**config.mk**
```make
export PLATFORM = sky130hd
export DESIGN_NAME = dlct_timer
export DESIGN_NICKNAME = d
export VERILOG_FILES = /design/src/design/dlct_pkg.sv /design/src/design/dlct_timer.sv /design/src/design/dlct_pin_sync.sv
export VERILOG_INCLUDE_DIRS = /design/src /design/src/design
export SDC_FILE = /design/constraint.sdc
export NUM_CORES = 1
export LEC_CHECK = 0
export BUFFER_PORTS_ARGS = -buffer_cell sky130_fd_sc_hd__buf_2
export CORE_UTILIZATION = 55
export CTS_CLUSTER_DIAMETER = 150
export DETAILED_ROUTE_END_ITERATION = 10
export GPL_TIMING_DRIVEN = 0
export PLACE_DENSITY = 0.83
export SLEW_MARGIN = 5
export SYNTH_ARGS = -nofsm -noshare
export SYNTH_HDL_FRONTEND = slang
export SYNTH_HIERARCHICAL = 1
export SYNTH_SLANG_ARGS = --single-unit
```
**constraint.sdc**
```tcl
create_clock -name i_mclk -period 5.9 [get_ports i_mclk]
set_input_delay 0 -clock i_mclk [delete_from_list [all_inputs] [get_ports i_mclk]]
set_output_delay 0 -clock i_mclk [all_outputs]
set_load 0.01 [all_outputs]
```
**src/design/dlct_consts.svh**
```systemverilog
`ifndef DLCT_CONSTS_SVH
`define DLCT_CONSTS_SVH
`define DLCT_RUN_CTRL_ADDR 8'h88
`define DLCT_RUN_CTRL_RESET 8'h00
`define DLCT_BIT_OVF_B 7
`define DLCT_BIT_RUN_B 6
`define DLCT_BIT_OVF_A 5
`define DLCT_BIT_RUN_A 4
`define DLCT_MODE_RESET 8'h00
`define DLCT_CLKSEL_RESET 8'h00
`define DLCT_TIMER_MODE_REGISTER_MODE_LO 0
`define DLCT_TIMER_MODE_REGISTER_CT 2
`define DLCT_TIMER_MODE_REGISTER_GATE 3
`define DLCT_TIMER_MODE_REGISTER_B_SHIFT 4
`define DLCT_CK_SYSCLK_A 3
`define DLCT_CK_SYSCLK_B 4
`define DLCT_CNT13_MAX 13'h1FFF
`define DLCT_BYTE_MAX 8'hFF
`endif

```
**src/design/dlct_pkg.sv**
```systemverilog
package dlct_pkg;
  typedef enum logic [1:0] {
    DLCT_MODE13,
    DLCT_MODE16,
    DLCT_MODE_RELOAD,
    DLCT_MODE_SPLIT
  } dlct_mode_e;
  typedef struct packed {
    logic [7:0] high;
    logic [7:0] low;
  } dlct_count_s;
  typedef struct packed {
    logic event_fall;
    logic gate_level;
  } dlct_pin_s;
endpackage

```
**src/design/dlct_timer.sv**
```systemverilog
// How it works
// - With count-select set, a timer advances on each falling edge of its event pin.
// - With count-select clear, it counts the system clock if sysclk-select is set, else the prescale tick.
// - A timer counts only while running and ungated or its gate pin is at the chosen level; under split B ignores run and gate, A's high byte ignores gate.
// - Starting a timer keeps the count value it already holds.
// - Mode 0 is a 13-bit counter of high byte and low bits 4..0, flagging overflow on wrap to zero.
// - Timer B mirrors timer A with its own run, gate, flag, gate pin and polarity.
// - Mode 1 uses both bytes as a 16-bit counter.
// - Mode 2 counts the low byte and on wrap sets the flag and reloads it from the high byte.
// - A newly set overflow flag raises the timer interrupt when that interrupt is enabled.
// - In split mode the low byte of A is an 8-bit counter under A's controls and flag.
// - In split mode A's high byte counts clock or prescale only, runs on run_b and sets B's flag.
// - Under split, timer B runs modes 0-2 with no event clock and no flag, but still emits overflow.
// - Under split, timer B runs in modes 0-2 and halts when its own mode is 3.
`timescale 1ns/10ps
`default_nettype none
`include "dlct_consts.svh"
module dlct_timer
  import dlct_pkg::*;
(
  // Clock and reset
  input wire logic i_mclk,
  input wire logic i_rst,
  // Register port
  input wire logic [7:0] i_addr,
  input wire logic i_wr,
  input wire logic [7:0] i_wdata,
  output logic [7:0] o_rdata,
  // Static configuration
  input wire logic [7:0] i_timer_mode_register,
  input wire logic [7:0] i_clock_select_register,
  input wire logic i_prescale_tick,
  input wire logic i_gate_polarity_a,
  input wire logic i_gate_polarity_b,
  input wire logic i_irq_enable_a,
  input wire logic i_irq_enable_b,
  // Count loading
  input wire logic i_load_a,
  input wire logic i_load_b,
  input wire dlct_count_s i_load_value,
  // Pins
  input wire logic i_event_pin_a,
  input wire logic i_event_pin_b,
  input wire logic i_gate_pin_a,
  input wire logic i_gate_pin_b,
  // Results
  output dlct_count_s o_count_a,
  output dlct_count_s o_count_b,
  output logic o_irq_a,
  output logic o_irq_b,
  output logic o_overflow_b_pulse
);
  dlct_pin_s pin_a;
  dlct_pin_s pin_b;
  logic [7:0] timer_run_control;
  logic [7:0] next_run_control;
  dlct_count_s cnt_a;
  dlct_count_s cnt_b;
  dlct_count_s next_cnt_a;
  dlct_count_s next_cnt_b;
  logic next_ovf_b_pulse;
  logic ovf_b_pulse;
  dlct_mode_e mode_a;
  dlct_mode_e mode_b;
  logic split;
  logic tick_a;
  logic tick_b;
  logic tick_ah;
  logic ovf_a;
  logic ovf_ah;
  logic ovf_b;

  dlct_pin_sync u_sync_a (
    .i_mclk(i_mclk),
    .i_rst(i_rst),
    .i_event_pin(i_event_pin_a),
    .i_gate_pin(i_gate_pin_a),
    .o_pin(pin_a)
  );
  dlct_pin_sync u_sync_b (
    .i_mclk(i_mclk),
    .i_rst(i_rst),
    .i_event_pin(i_event_pin_b),
    .i_gate_pin(i_gate_pin_b),
    .o_pin(pin_b)
  );

  // Source pulse of one counter
  function automatic logic src_tick(input logic ct, input logic sysclk,
                                    input logic pre, input logic fall);
    if (ct)
      src_tick = fall;
    else if (sysclk)
      src_tick = 1'b1;
    else
      src_tick = pre;
  endfunction

  // Run gate of one counter
  function automatic logic enabled(input logic run, input logic gate,
                                   input logic pin, input logic pol);
    enabled = run & (~gate | (pin == pol));
  endfunction

  // Advance one count in the given mode, returns overflow in bit 16
  function automatic logic [16:0] advance(input dlct_mode_e m, input dlct_count_s c);
    logic [12:0] c13;
    logic [15:0] c16;
    logic [7:0] lo;
    c13 = {c.high, c.low[4:0]};
    c16 = {c.high, c.low};
    lo = c.low;
    case (m)
      DLCT_MODE13:
      begin
        c13 = c13 + 13'h0001;
        advance = {(c13 == 13'h0000), c13[12:5], c.low[7:5], c13[4:0]};
      end
      DLCT_MODE16:
      begin
        c16 = c16 + 16'h0001;
        advance = {(c16 == 16'h0000), c16};
      end
      DLCT_MODE_RELOAD:
      begin
        if (lo == `DLCT_BYTE_MAX)
          advance = {1'b1, c.high, c.high};
        else
          advance = {1'b0, c.high, lo + 8'h01};
      end
      default:
      begin
        lo = lo + 8'h01;
        advance = {(lo == 8'h00), c.high, lo};
      end
    endcase
  endfunction

  assign mode_a = dlct_mode_e'(i_timer_mode_register[1:0]);
  assign mode_b = dlct_mode_e'(i_timer_mode_register[5:4]);
  assign split = (mode_a == DLCT_MODE_SPLIT);

  always_comb
  begin
    logic [16:0] ra;
    logic [16:0] rb;
    logic [7:0] hi;
    ra = 17'h00000;
    rb = 17'h00000;
    hi = 8'h00;
    next_cnt_a = cnt_a;
    next_cnt_b = cnt_b;
    tick_a = enabled(timer_run_control[`DLCT_BIT_RUN_A], i_timer_mode_register[`DLCT_TIMER_MODE_REGISTER_GATE],
                     pin_a.gate_level, i_gate_polarity_a) &
             src_tick(i_timer_mode_register[`DLCT_TIMER_MODE_REGISTER_CT],
                      i_clock_select_register[`DLCT_CK_SYSCLK_A], i_prescale_tick,
                      pin_a.event_fall);
    tick_ah = timer_run_control[`DLCT_BIT_RUN_B] &
              src_tick(1'b0, i_clock_select_register[`DLCT_CK_SYSCLK_A],
                       i_prescale_tick, 1'b0);
    if (split)
      tick_b = (mode_b != DLCT_MODE_SPLIT) &
               src_tick(1'b0, i_clock_select_register[`DLCT_CK_SYSCLK_B],
                        i_prescale_tick, 1'b0);
    else
      tick_b = (mode_b != DLCT_MODE_SPLIT) &
               enabled(timer_run_control[`DLCT_BIT_RUN_B], i_timer_mode_register[7],
                       pin_b.gate_level, i_gate_polarity_b) &
               src_tick(i_timer_mode_register[6], i_clock_select_register[`DLCT_CK_SYSCLK_B],
                        i_prescale_tick, pin_b.event_fall);
    ra = advance(mode_a, cnt_a);
    rb = advance(mode_b, cnt_b);
    ovf_a = tick_a & ra[16];
    ovf_b = tick_b & rb[16];
    hi = cnt_a.high + 8'h01;
    ovf_ah = split & tick_ah & (hi == 8'h00);
    if (tick_a)
      next_cnt_a = ra[15:0];
    if (split)
    begin
      next_cnt_a.high = tick_ah ? hi : cnt_a.high;
      if (tick_a)
        next_cnt_a.low = ra[7:0];
    end
    if (tick_b)
      next_cnt_b = rb[15:0];
    if (i_load_a)
      next_cnt_a = i_load_value;
    if (i_load_b)
      next_cnt_b = i_load_value;
    next_ovf_b_pulse = ovf_b;
    next_run_control = timer_run_control;
    if (i_wr && i_addr == `DLCT_RUN_CTRL_ADDR)
      next_run_control = i_wdata;
    // Hardware set beats software clear
    if (ovf_a)
      next_run_control[`DLCT_BIT_OVF_A] = 1'b1;
    if (ovf_ah || (ovf_b && !split))
      next_run_control[`DLCT_BIT_OVF_B] = 1'b1;
  end

  always_ff @(posedge i_mclk)
  begin
    if (i_rst)
    begin
      timer_run_control <= `DLCT_RUN_CTRL_RESET;
      cnt_a <= 16'h0000;
      cnt_b <= 16'h0000;
      ovf_b_pulse <= 1'b0;
    end
    else
    begin
      timer_run_control <= next_run_control;
      cnt_a <= next_cnt_a;
      cnt_b <= next_cnt_b;
      ovf_b_pulse <= next_ovf_b_pulse;
    end
  end

  assign o_rdata = (i_addr == `DLCT_RUN_CTRL_ADDR) ? timer_run_control : 8'h00;
  assign o_count_a = cnt_a;
  assign o_count_b = cnt_b;
  assign o_irq_a = timer_run_control[`DLCT_BIT_OVF_A] & i_irq_enable_a;
  assign o_irq_b = timer_run_control[`DLCT_BIT_OVF_B] & i_irq_enable_b;
  assign o_overflow_b_pulse = ovf_b_pulse;
endmodule // dlct_timer
`default_nettype wire

```
**src/design/dlct_pin_sync.sv**
```systemverilog
`timescale 1ns/10ps
`default_nettype none
module dlct_pin_sync
  import dlct_pkg::*;
(
  // Clock and reset
  input wire logic i_mclk,
  input wire logic i_rst,
  // Raw pins
  input wire logic i_event_pin,
  input wire logic i_gate_pin,
  // Conditioned pins
  output dlct_pin_s o_pin
);
  logic [2:0] ev_sr;
  logic [1:0] gt_sr;
  logic [2:0] next_ev_sr;
  logic [1:0] next_gt_sr;
  always_comb
  begin
    next_ev_sr = {ev_sr[1:0], i_event_pin};
    next_gt_sr = {gt_sr[0], i_gate_pin};
  end
  always_ff @(posedge i_mclk)
  begin
    if (i_rst)
    begin
      ev_sr <= 3'h7;
      gt_sr <= 2'h0;
    end
    else
    begin
      ev_sr <= next_ev_sr;
      gt_sr <= next_gt_sr;
    end
  end
  // Falling edge from the two settled samples
  assign o_pin.event_fall = ev_sr[2] & ~ev_sr[1];
  assign o_pin.gate_level = gt_sr[1];
endmodule // dlct_pin_sync
`default_nettype wire

```
==> flow_summary.json, run 1 <==
{
  "area_delta_synth_final_pct": 24.65,
  "start_util_pct": 57.51,
  "rsz0062_at_grt": "false",
  "setup_tns_ns": 0,
  "first_global_vias": 4259,
  "max_cap_violations": 0,
  "path_max_fanout": 7,
  "io_pins": 105,
  "place_area_um2": 4529,
  "antenna_found_initial": 0,
  "syn_inst": 523,
  "synth_nets": 590,
  "grt_max_degree": 19,
  "cp-end-kind": "register",
  "swShare_pct": 33.79,
  "clockBufferDepth": 2,
  "fill_cells": 580,
  "leakagePower_nw": 1.979,
  "grt_overflow": 0,
  "path_clk_slew_ns": 0.11,
  "die_x_um": 86.52,
  "clk_latency_ns": 0.31,
  "finalCritPeriodShare_pct": 41.41,
  "layout_common_cells": "107 x buf_2, 53 x nand2_1, 51 x dfxtp_1",
  "synthDistinctLibCells": 76,
  "path_cells": "ha_1, nand4_1, nor4_1, xnor2_1, nand4_1, nor4_1, nor3_2, nor3_1",
  "synth_edf_count": 0,
  "grt_usage_pct": 35.63,
  "initialDrtViolationCount": 440,
  "htree_levels": 2,
  "tightest_slew_ns": 0.6182,
  "cellInternalPower_uw": 537.3,
  "path_class": "reg -> reg",
  "fmaxAchievable_ghz": 0.4093,
  "clockPowerShare_pct": 27.6,
  "synth.area.top_cells": "dfxtp_1 26%, a21oi_1 5.9%, nand2_1 5.1%",
  "numPlacedInstances": 715,
  "ys_seq_area_share_pct": 25.99,
  "via_per_inst": 6.112,
  "grt_util_met2_pct": 57.29,
  "ys_warn_count": 6,
  "worstPathBufferInverterCount": 0,
  "detail_route.first_pass.iterations": 5,
  "avgSynthCellArea_um2": 7.512,
  "p_sw_uw": 274.2,
  "dieArea_um2": 7485,
  "pwr-share-seq_pct": 47.3,
  "critical-path-top-delay-family": "simple AND/OR/NAND/NOR gates",
  "cts.sinks": 51,
  "met1_usage_pct": 48.17,
  "synth.cell_area_um2": 3929,
  "synth-seq-cells": 51,
  "route.detailed.wl_per_inst_um": 17.01,
  "status": "finished clean",
  "crit_arrival_ns": 2.66,
  "async_flop_share_pct": 0,
  "postCtsSetupBuffers": 0,
  "power_density_nw_per_um2": 165.7,
  "finalPower_uw": 811.5,
  "synth-main-ff-cell": "dfxtp_1",
  "pwr-share-comb_pct": 25.0,
  "die_h_um": 86.52,
  "synth_top_cell_by_area": "dfxtp_1",
  "numPortBuffers": 96,
  "finalCriticalPeriod_ns": 2.443,
  "use_met3_pct": 7.238,
  "hpwl_mm": 9.214,
  "finalSetupViolations": 0,
  "core_area_um2": 6832,
  "cts_tree": "done",
  "yosys.area.top_type_share_pct": 25.99,
  "rows": 30,
  "fin_area_um2": 4897,
  "r2r_slack_ns": 3.46,
  "clockRootBuffer": "clkbuf_8",
  "critPathLaunchType": "register",
  "wirelength_mm": 12.76,
  "drcViolationCount": 0,
  "place.gp.congestion": 0.9931,
  "hold_viol": 0,
  "cpPeakStageDelay_ns": 0.51,
  "crit_required_ns": 6.12,
  "cp_slowest_cell": "dfxtp_1",
  "finClkSkew_ns": 0.01197,
  "final-max-slew-violation-count": 0,
  "max_slew_margin_pct": 58.60,
  "vias": 4584,
  "antenna_left": 0,
  "antenna_cells": 0,
  "busiest_layer": "met2",
  "final_cells": 750,
  "drive_above_1_share_pct": 23.24,
  "cts_buffers": 5,
  "min_path_type": "in -> reg",
  "final_common_cell": "buf_2",
  "max-vdd-ir-drop_v": 0.0001247,
  "nNetsFinal": 720,
  "grt_first_pass_wirelength_mm": 20.94
}
-- cell usage after synthesis (3+ instances only) --
library cell and n:
a221oi_1 3, buf_4 4, xor2_1 9, o21ai_0 19
nor3_1 14, clkbuf_2 3, inv_1 12, nand4_1 11
and2_1 16, a211oi_1 13, nor4_1 5, nand2_1 53
or2_1 6, nor2_1 41, a21oi_1 46, a31oi_1 13
xnor2_1 16, buf_2 11, o221ai_1 6, nor2b_1 8
a22oi_1 3, o211ai_1 10, and3_1 12, ha_1 5
or2_2 3, mux2i_1 9, nand3_1 24, dfxtp_1 51
clkbuf_1 24, or3_1 4, a211o_1 3, o31ai_1 5
nand2b_1 4
-- metrics by stage --
step / util [%] / worst slack, ns / hold WS, ns
detailed placement: 66.30 / 3.590 / 0.1855
global placement: 66.30 / 3.595 / 0.1747
finish: 71.69 / 3.457 / 0.01106
global route: 71.69 / 3.308 / 0.0005032
CTS: 71.69 / 3.554 / 0.01058
floorplan: - / 3.848 / 0.07161
-- repair_timing --
action                                 CTS  global route
resized for setup                        0             0
hold buffers                            27             0
endpoints found under the hold margin   30             0
-- layout make-up --
cell class	count	area (µm²)	area share, %
Tap cell	96	120.1	2.453
Sequential cell	51	1021	20.85
Inverter	12	45.04	0.9198
Buffer	44	212.7	4.343
Clock inverter	3	28.78	0.5876
Multi-Input combinational cell	416	2650	54.11
Clock buffer	5	68.82	1.405
Timing Repair Buffer	123	750.7	15.33
-- power groups by stage --
| stage | clock [mW] | combinational (mW) | sequential (mW) |
|---|---|---|---|
| floorplan | 0 | 0.111 | 0.393 |
| global placement | 0 | 0.180 | 0.390 |
| detailed placement | 0 | 0.184 | 0.391 |
| CTS | 0.227 | 0.198 | 0.383 |
| global route | 0.248 | 0.222 | 0.387 |
| finish | 0.224 | 0.203 | 0.384 |
-- cells by family after synthesis --
family / Yosys count / share of synthesized area, %
AOI/OAI and AO/OA: 149 / 25.45
xor gates and xnor gates: 25 / 5.573
adders and majority gates: 5 / 1.592
DFF: 51 / 25.99
and+or+nand+nor: 226 / 31.91
buffers and inverters: 56 / 6.560
muxes: 11 / 2.930
-- per-layer routing --
layer  wire, µm  share of wire (%)
met5          0                  0
met4        280                2.2
met3       1204                9.4
met2       5800                 45
met1       5472                 43
-- worst reg2reg max path: stages, from the launching register on --
cell	delay, ns
dfxtp_1	0.51
ha_1	0.38
nand4_1	0.19
nor4_1	0.28
xnor2_1	0.18
nand4_1	0.13
nor4_1	0.35
nor3_2	0.11
nor3_1	0.23
-- worst paths after layout --
check | startpoint | cells after the start | to
setup / recovery | o_count_b[0] | 8 | o_overflow_b_pulse
hold / removal | i_load_value[14] | 3 | o_count_a[14]
setup reg to reg | o_count_b[0] | 8 | o_overflow_b_pulse
hold reg to reg | u_sync_b/ev_sr[0] | 1 | u_sync_b/ev_sr[1]
Note: power is estimated with default switching activity, not from simulation.
==> run 2, diff against run 1 <==
- ABC_AREA: not set -> 1
- CORE_UTILIZATION: 55 -> 49
- PLACE_DENSITY: 0.83 -> 0.78
- clock period: 5.9 -> 2.02 ns (I/O delays scaled with it)
==> run 2 against run 1 <==
Effect of this change:
- routed wire length grew 14%
- sequential share of layout area shrank 0.63 points
- die area grew 16%
- clock power grew to 3.3 times the previous value
- critical path type unchanged
==> flow_summary.json, run 2 <==
{
  "p_sw_uw": 860.0,
  "hpwl_mm": 11.41,
  "grt_usage_pct": 33.43,
  "min_path_type": "in -> reg",
  "max-vdd-ir-drop_v": 0.0003692,
  "clockPowerShare_pct": 29.2,
  "final-max-slew-violation-count": 0,
  "cts_tree": "done",
  "route.detailed.wl_per_inst_um": 15.58,
  "hold_slack_ns": 0.0006112,
  "path_max_fanout": 7,
  "core_area_um2": 7888,
  "path_clk_slew_ns": 0.10,
  "ys_warn_count": 6,
  "synthDistinctLibCells": 37,
  "async_flop_share_pct": 0,
  "grt_overflow": 0,
  "syn_inst": 704,
  "final_common_cell": "nand2_1",
  "seq_area_um2": 1040,
  "drcViolationCount": 0,
  "cellInternalPower_mw": 1.687,
  "synth.area.top_cells": "dfxtp_1 25%, nand2_1 19%, nor2_1 8.0%",
  "first_global_vias": 4824,
  "synth-seq-cells": 51,
  "cts.sinks": 51,
  "fill_cells": 763,
  "area_delta_synth_final_pct": 26.26,
  "antenna_left": 0,
  "dieArea_um2": 8683,
  "max_slew_margin_pct": 60.61,
  "die_h_um": 93.18,
  "numPortBuffers": 97,
  "yosys.area.top_type_share_pct": 25.06,
  "start_util_pct": 51.65,
  "synth_nets": 771,
  "vias": 5135,
  "tightest_slew_ns": 0.5908,
  "clockBufferDepth": 2,
  "cts_buffers": 5,
  "fmaxAchievable_ghz": 0.5316,
  "finalCriticalPeriod_ns": 1.881,
  "crit_required_ns": 2.27,
  "multi_input_area_um2": 2721,
  "synth_top_cell_by_area": "dfxtp_1",
  "clk_latency_ns": 0.31,
  "cp-end-kind": "register",
  "status": "finished clean",
  "pre_cts_slack_ns": -0.01282,
  "synth.most_common_cell": "nand2_1",
  "pwr-share-comb_pct": 25.6,
  "critPathLaunchType": "register",
  "layout_common_cells": "209 x nand2_1, 99 x buf_2, 79 x nor2_1",
  "power_density_nw_per_um2": 495.3,
  "ys_seq_area_share_pct": 25.06,
  "finalSetupViolations": 0,
  "antenna_found_initial": 0,
  "synth.cell_area_um2": 4074,
  "yosys-top-cells-count": "211 x nand2_1, 87 x nor2_1, 78 x inv_1, 52 x nand3_1, 51 x dfxtp_1",
  "io_pins": 105,
  "path_class": "reg -> reg",
  "pwr-share-seq_pct": 45.1,
  "finalCritPeriodShare_pct": 93.12,
  "synth_edf_count": 0,
  "hold_viol": 0,
  "place.gp.congestion": 0.9825,
  "leakagePower_nw": 2.379,
  "worst_slack_ns": 0.1389,
  "grt_max_degree": 18,
  "antenna_cells": 0,
  "htree_levels": 2,
  "wirelength_mm": 14.57,
  "grt_first_pass_wirelength_mm": 22.75,
  "finClkSkew_ns": 0.01076,
  "clockRootBuffer": "clkbuf_8",
  "max_cap_violations": 0,
  "avgSynthCellArea_um2": 5.787,
  "initialDrtViolationCount": 286,
  "rows": 32,
  "drive_above_1_share_pct": 20.53,
  "nNetsFinal": 899,
  "via_per_inst": 5.492,
  "swShare_pct": 33.76,
  "detail_route.first_pass.iterations": 5,
  "crit_arrival_ns": 2.13,
  "die_x_um": 93.18,
  "synth-main-ff-cell": "dfxtp_1"
}
==> run 2: cell count changes in the layout (fill, tap and decap cells not counted), moves of 15 or more <==
cell,before,now
nand2_1,53,209
o21ai_0,19,48
xnor2_1,16,1
nand3_1,24,50
inv_1,12,78
nor2_1,41,79
==> run 2: final timing paths <==
check,from,endpoint,slack (ns),cells after the start
setup / recovery,register,timer_run_control[5],0.14,11
hold / removal,i_load_value[3],register,0.0006,3
setup reg to reg,register,timer_run_control[5],0.14,11
hold reg to reg,u_sync_b/ev_sr[0],u_sync_b/ev_sr[1],0.41,2
==> run 2: logic make-up (layout without fill, tap and decap cells) <==
group,after synthesis,after routing,synth area share [%]
buf+inv,106,235,10.23
simple gates,395,395,41.40
compound gates,130,130,18.12
flops,51,51,25.06
fa+ha+maj,5,5,1.536
xor+xnor,17,17,3.655
==> run 2: through the flow <==
step	total power, mW	std cells	utilization, %	area (µm²)	TNS, ns
global placement	1.741	903	59.42	4687	-0.002976
finish	2.547	935	65.21	5144	0
global route	2.656	935	65.21	5144	-0.002556
CTS	2.509	933	63.72	5026	0
floorplan	1.509	704	-	4074	0
detailed placement	1.752	903	59.42	4687	-0.01282
==> run 2: power by group through the flow <==
| stage | registers, mW | logic [mW] | clock network (mW) |
|---|---|---|---|
| after floorplan | 1.16 | 0.345 | 0 |
| after global placement | 1.16 | 0.580 | 0 |
| after detailed placement | 1.16 | 0.588 | 0 |
| after CTS | 1.14 | 0.624 | 0.743 |
| after global routing | 1.16 | 0.722 | 0.778 |
| final | 1.15 | 0.653 | 0.745 |
==> run 2: layout make-up <==
cell class                 instances  share of cell area (%)
timing repair buffer             121                   14.01
clock buffer                       5                   1.338
multi-input combinational        547                   52.91
clock inverter                     3                  0.9000
buffer                            20                   1.849
tap                              102                   2.481
inverter                          86                   6.300
sequential                        51                   20.21
==> run 2: what timing repair did <==
action | in CTS | in global routing
endpoints found under the hold margin | 22 | 0
setup buffers | 0 | 2
pin swaps | 0 | 3
setup endpoints to repair | 5 | 28
hold buffers | 22 | 0
gates resized for setup | 2 | 33
==> run 2: metal layers <==
layer	global-route usage (%)	share of wire (%)	up-vias
met5	0	0	-
met3	4.715	6.1	44
met4	16.79	3.9	0
li1	-	-	2546
met2	59.50	50	216
met1	38.89	40	2329
==> run 2: critical path, stage by stage (launching register included) <==
cell and delay, ns:
dfxtp_4 0.41, ha_4 0.16, nand2_2 0.08, nor2_4 0.22, nand2_2 0.15, o21ai_2 0.18, nand3_1 0.09, nor2_1 0.11
nand3_1 0.10, a21oi_1 0.19, nor2_1 0.06, nor2_1 0.08
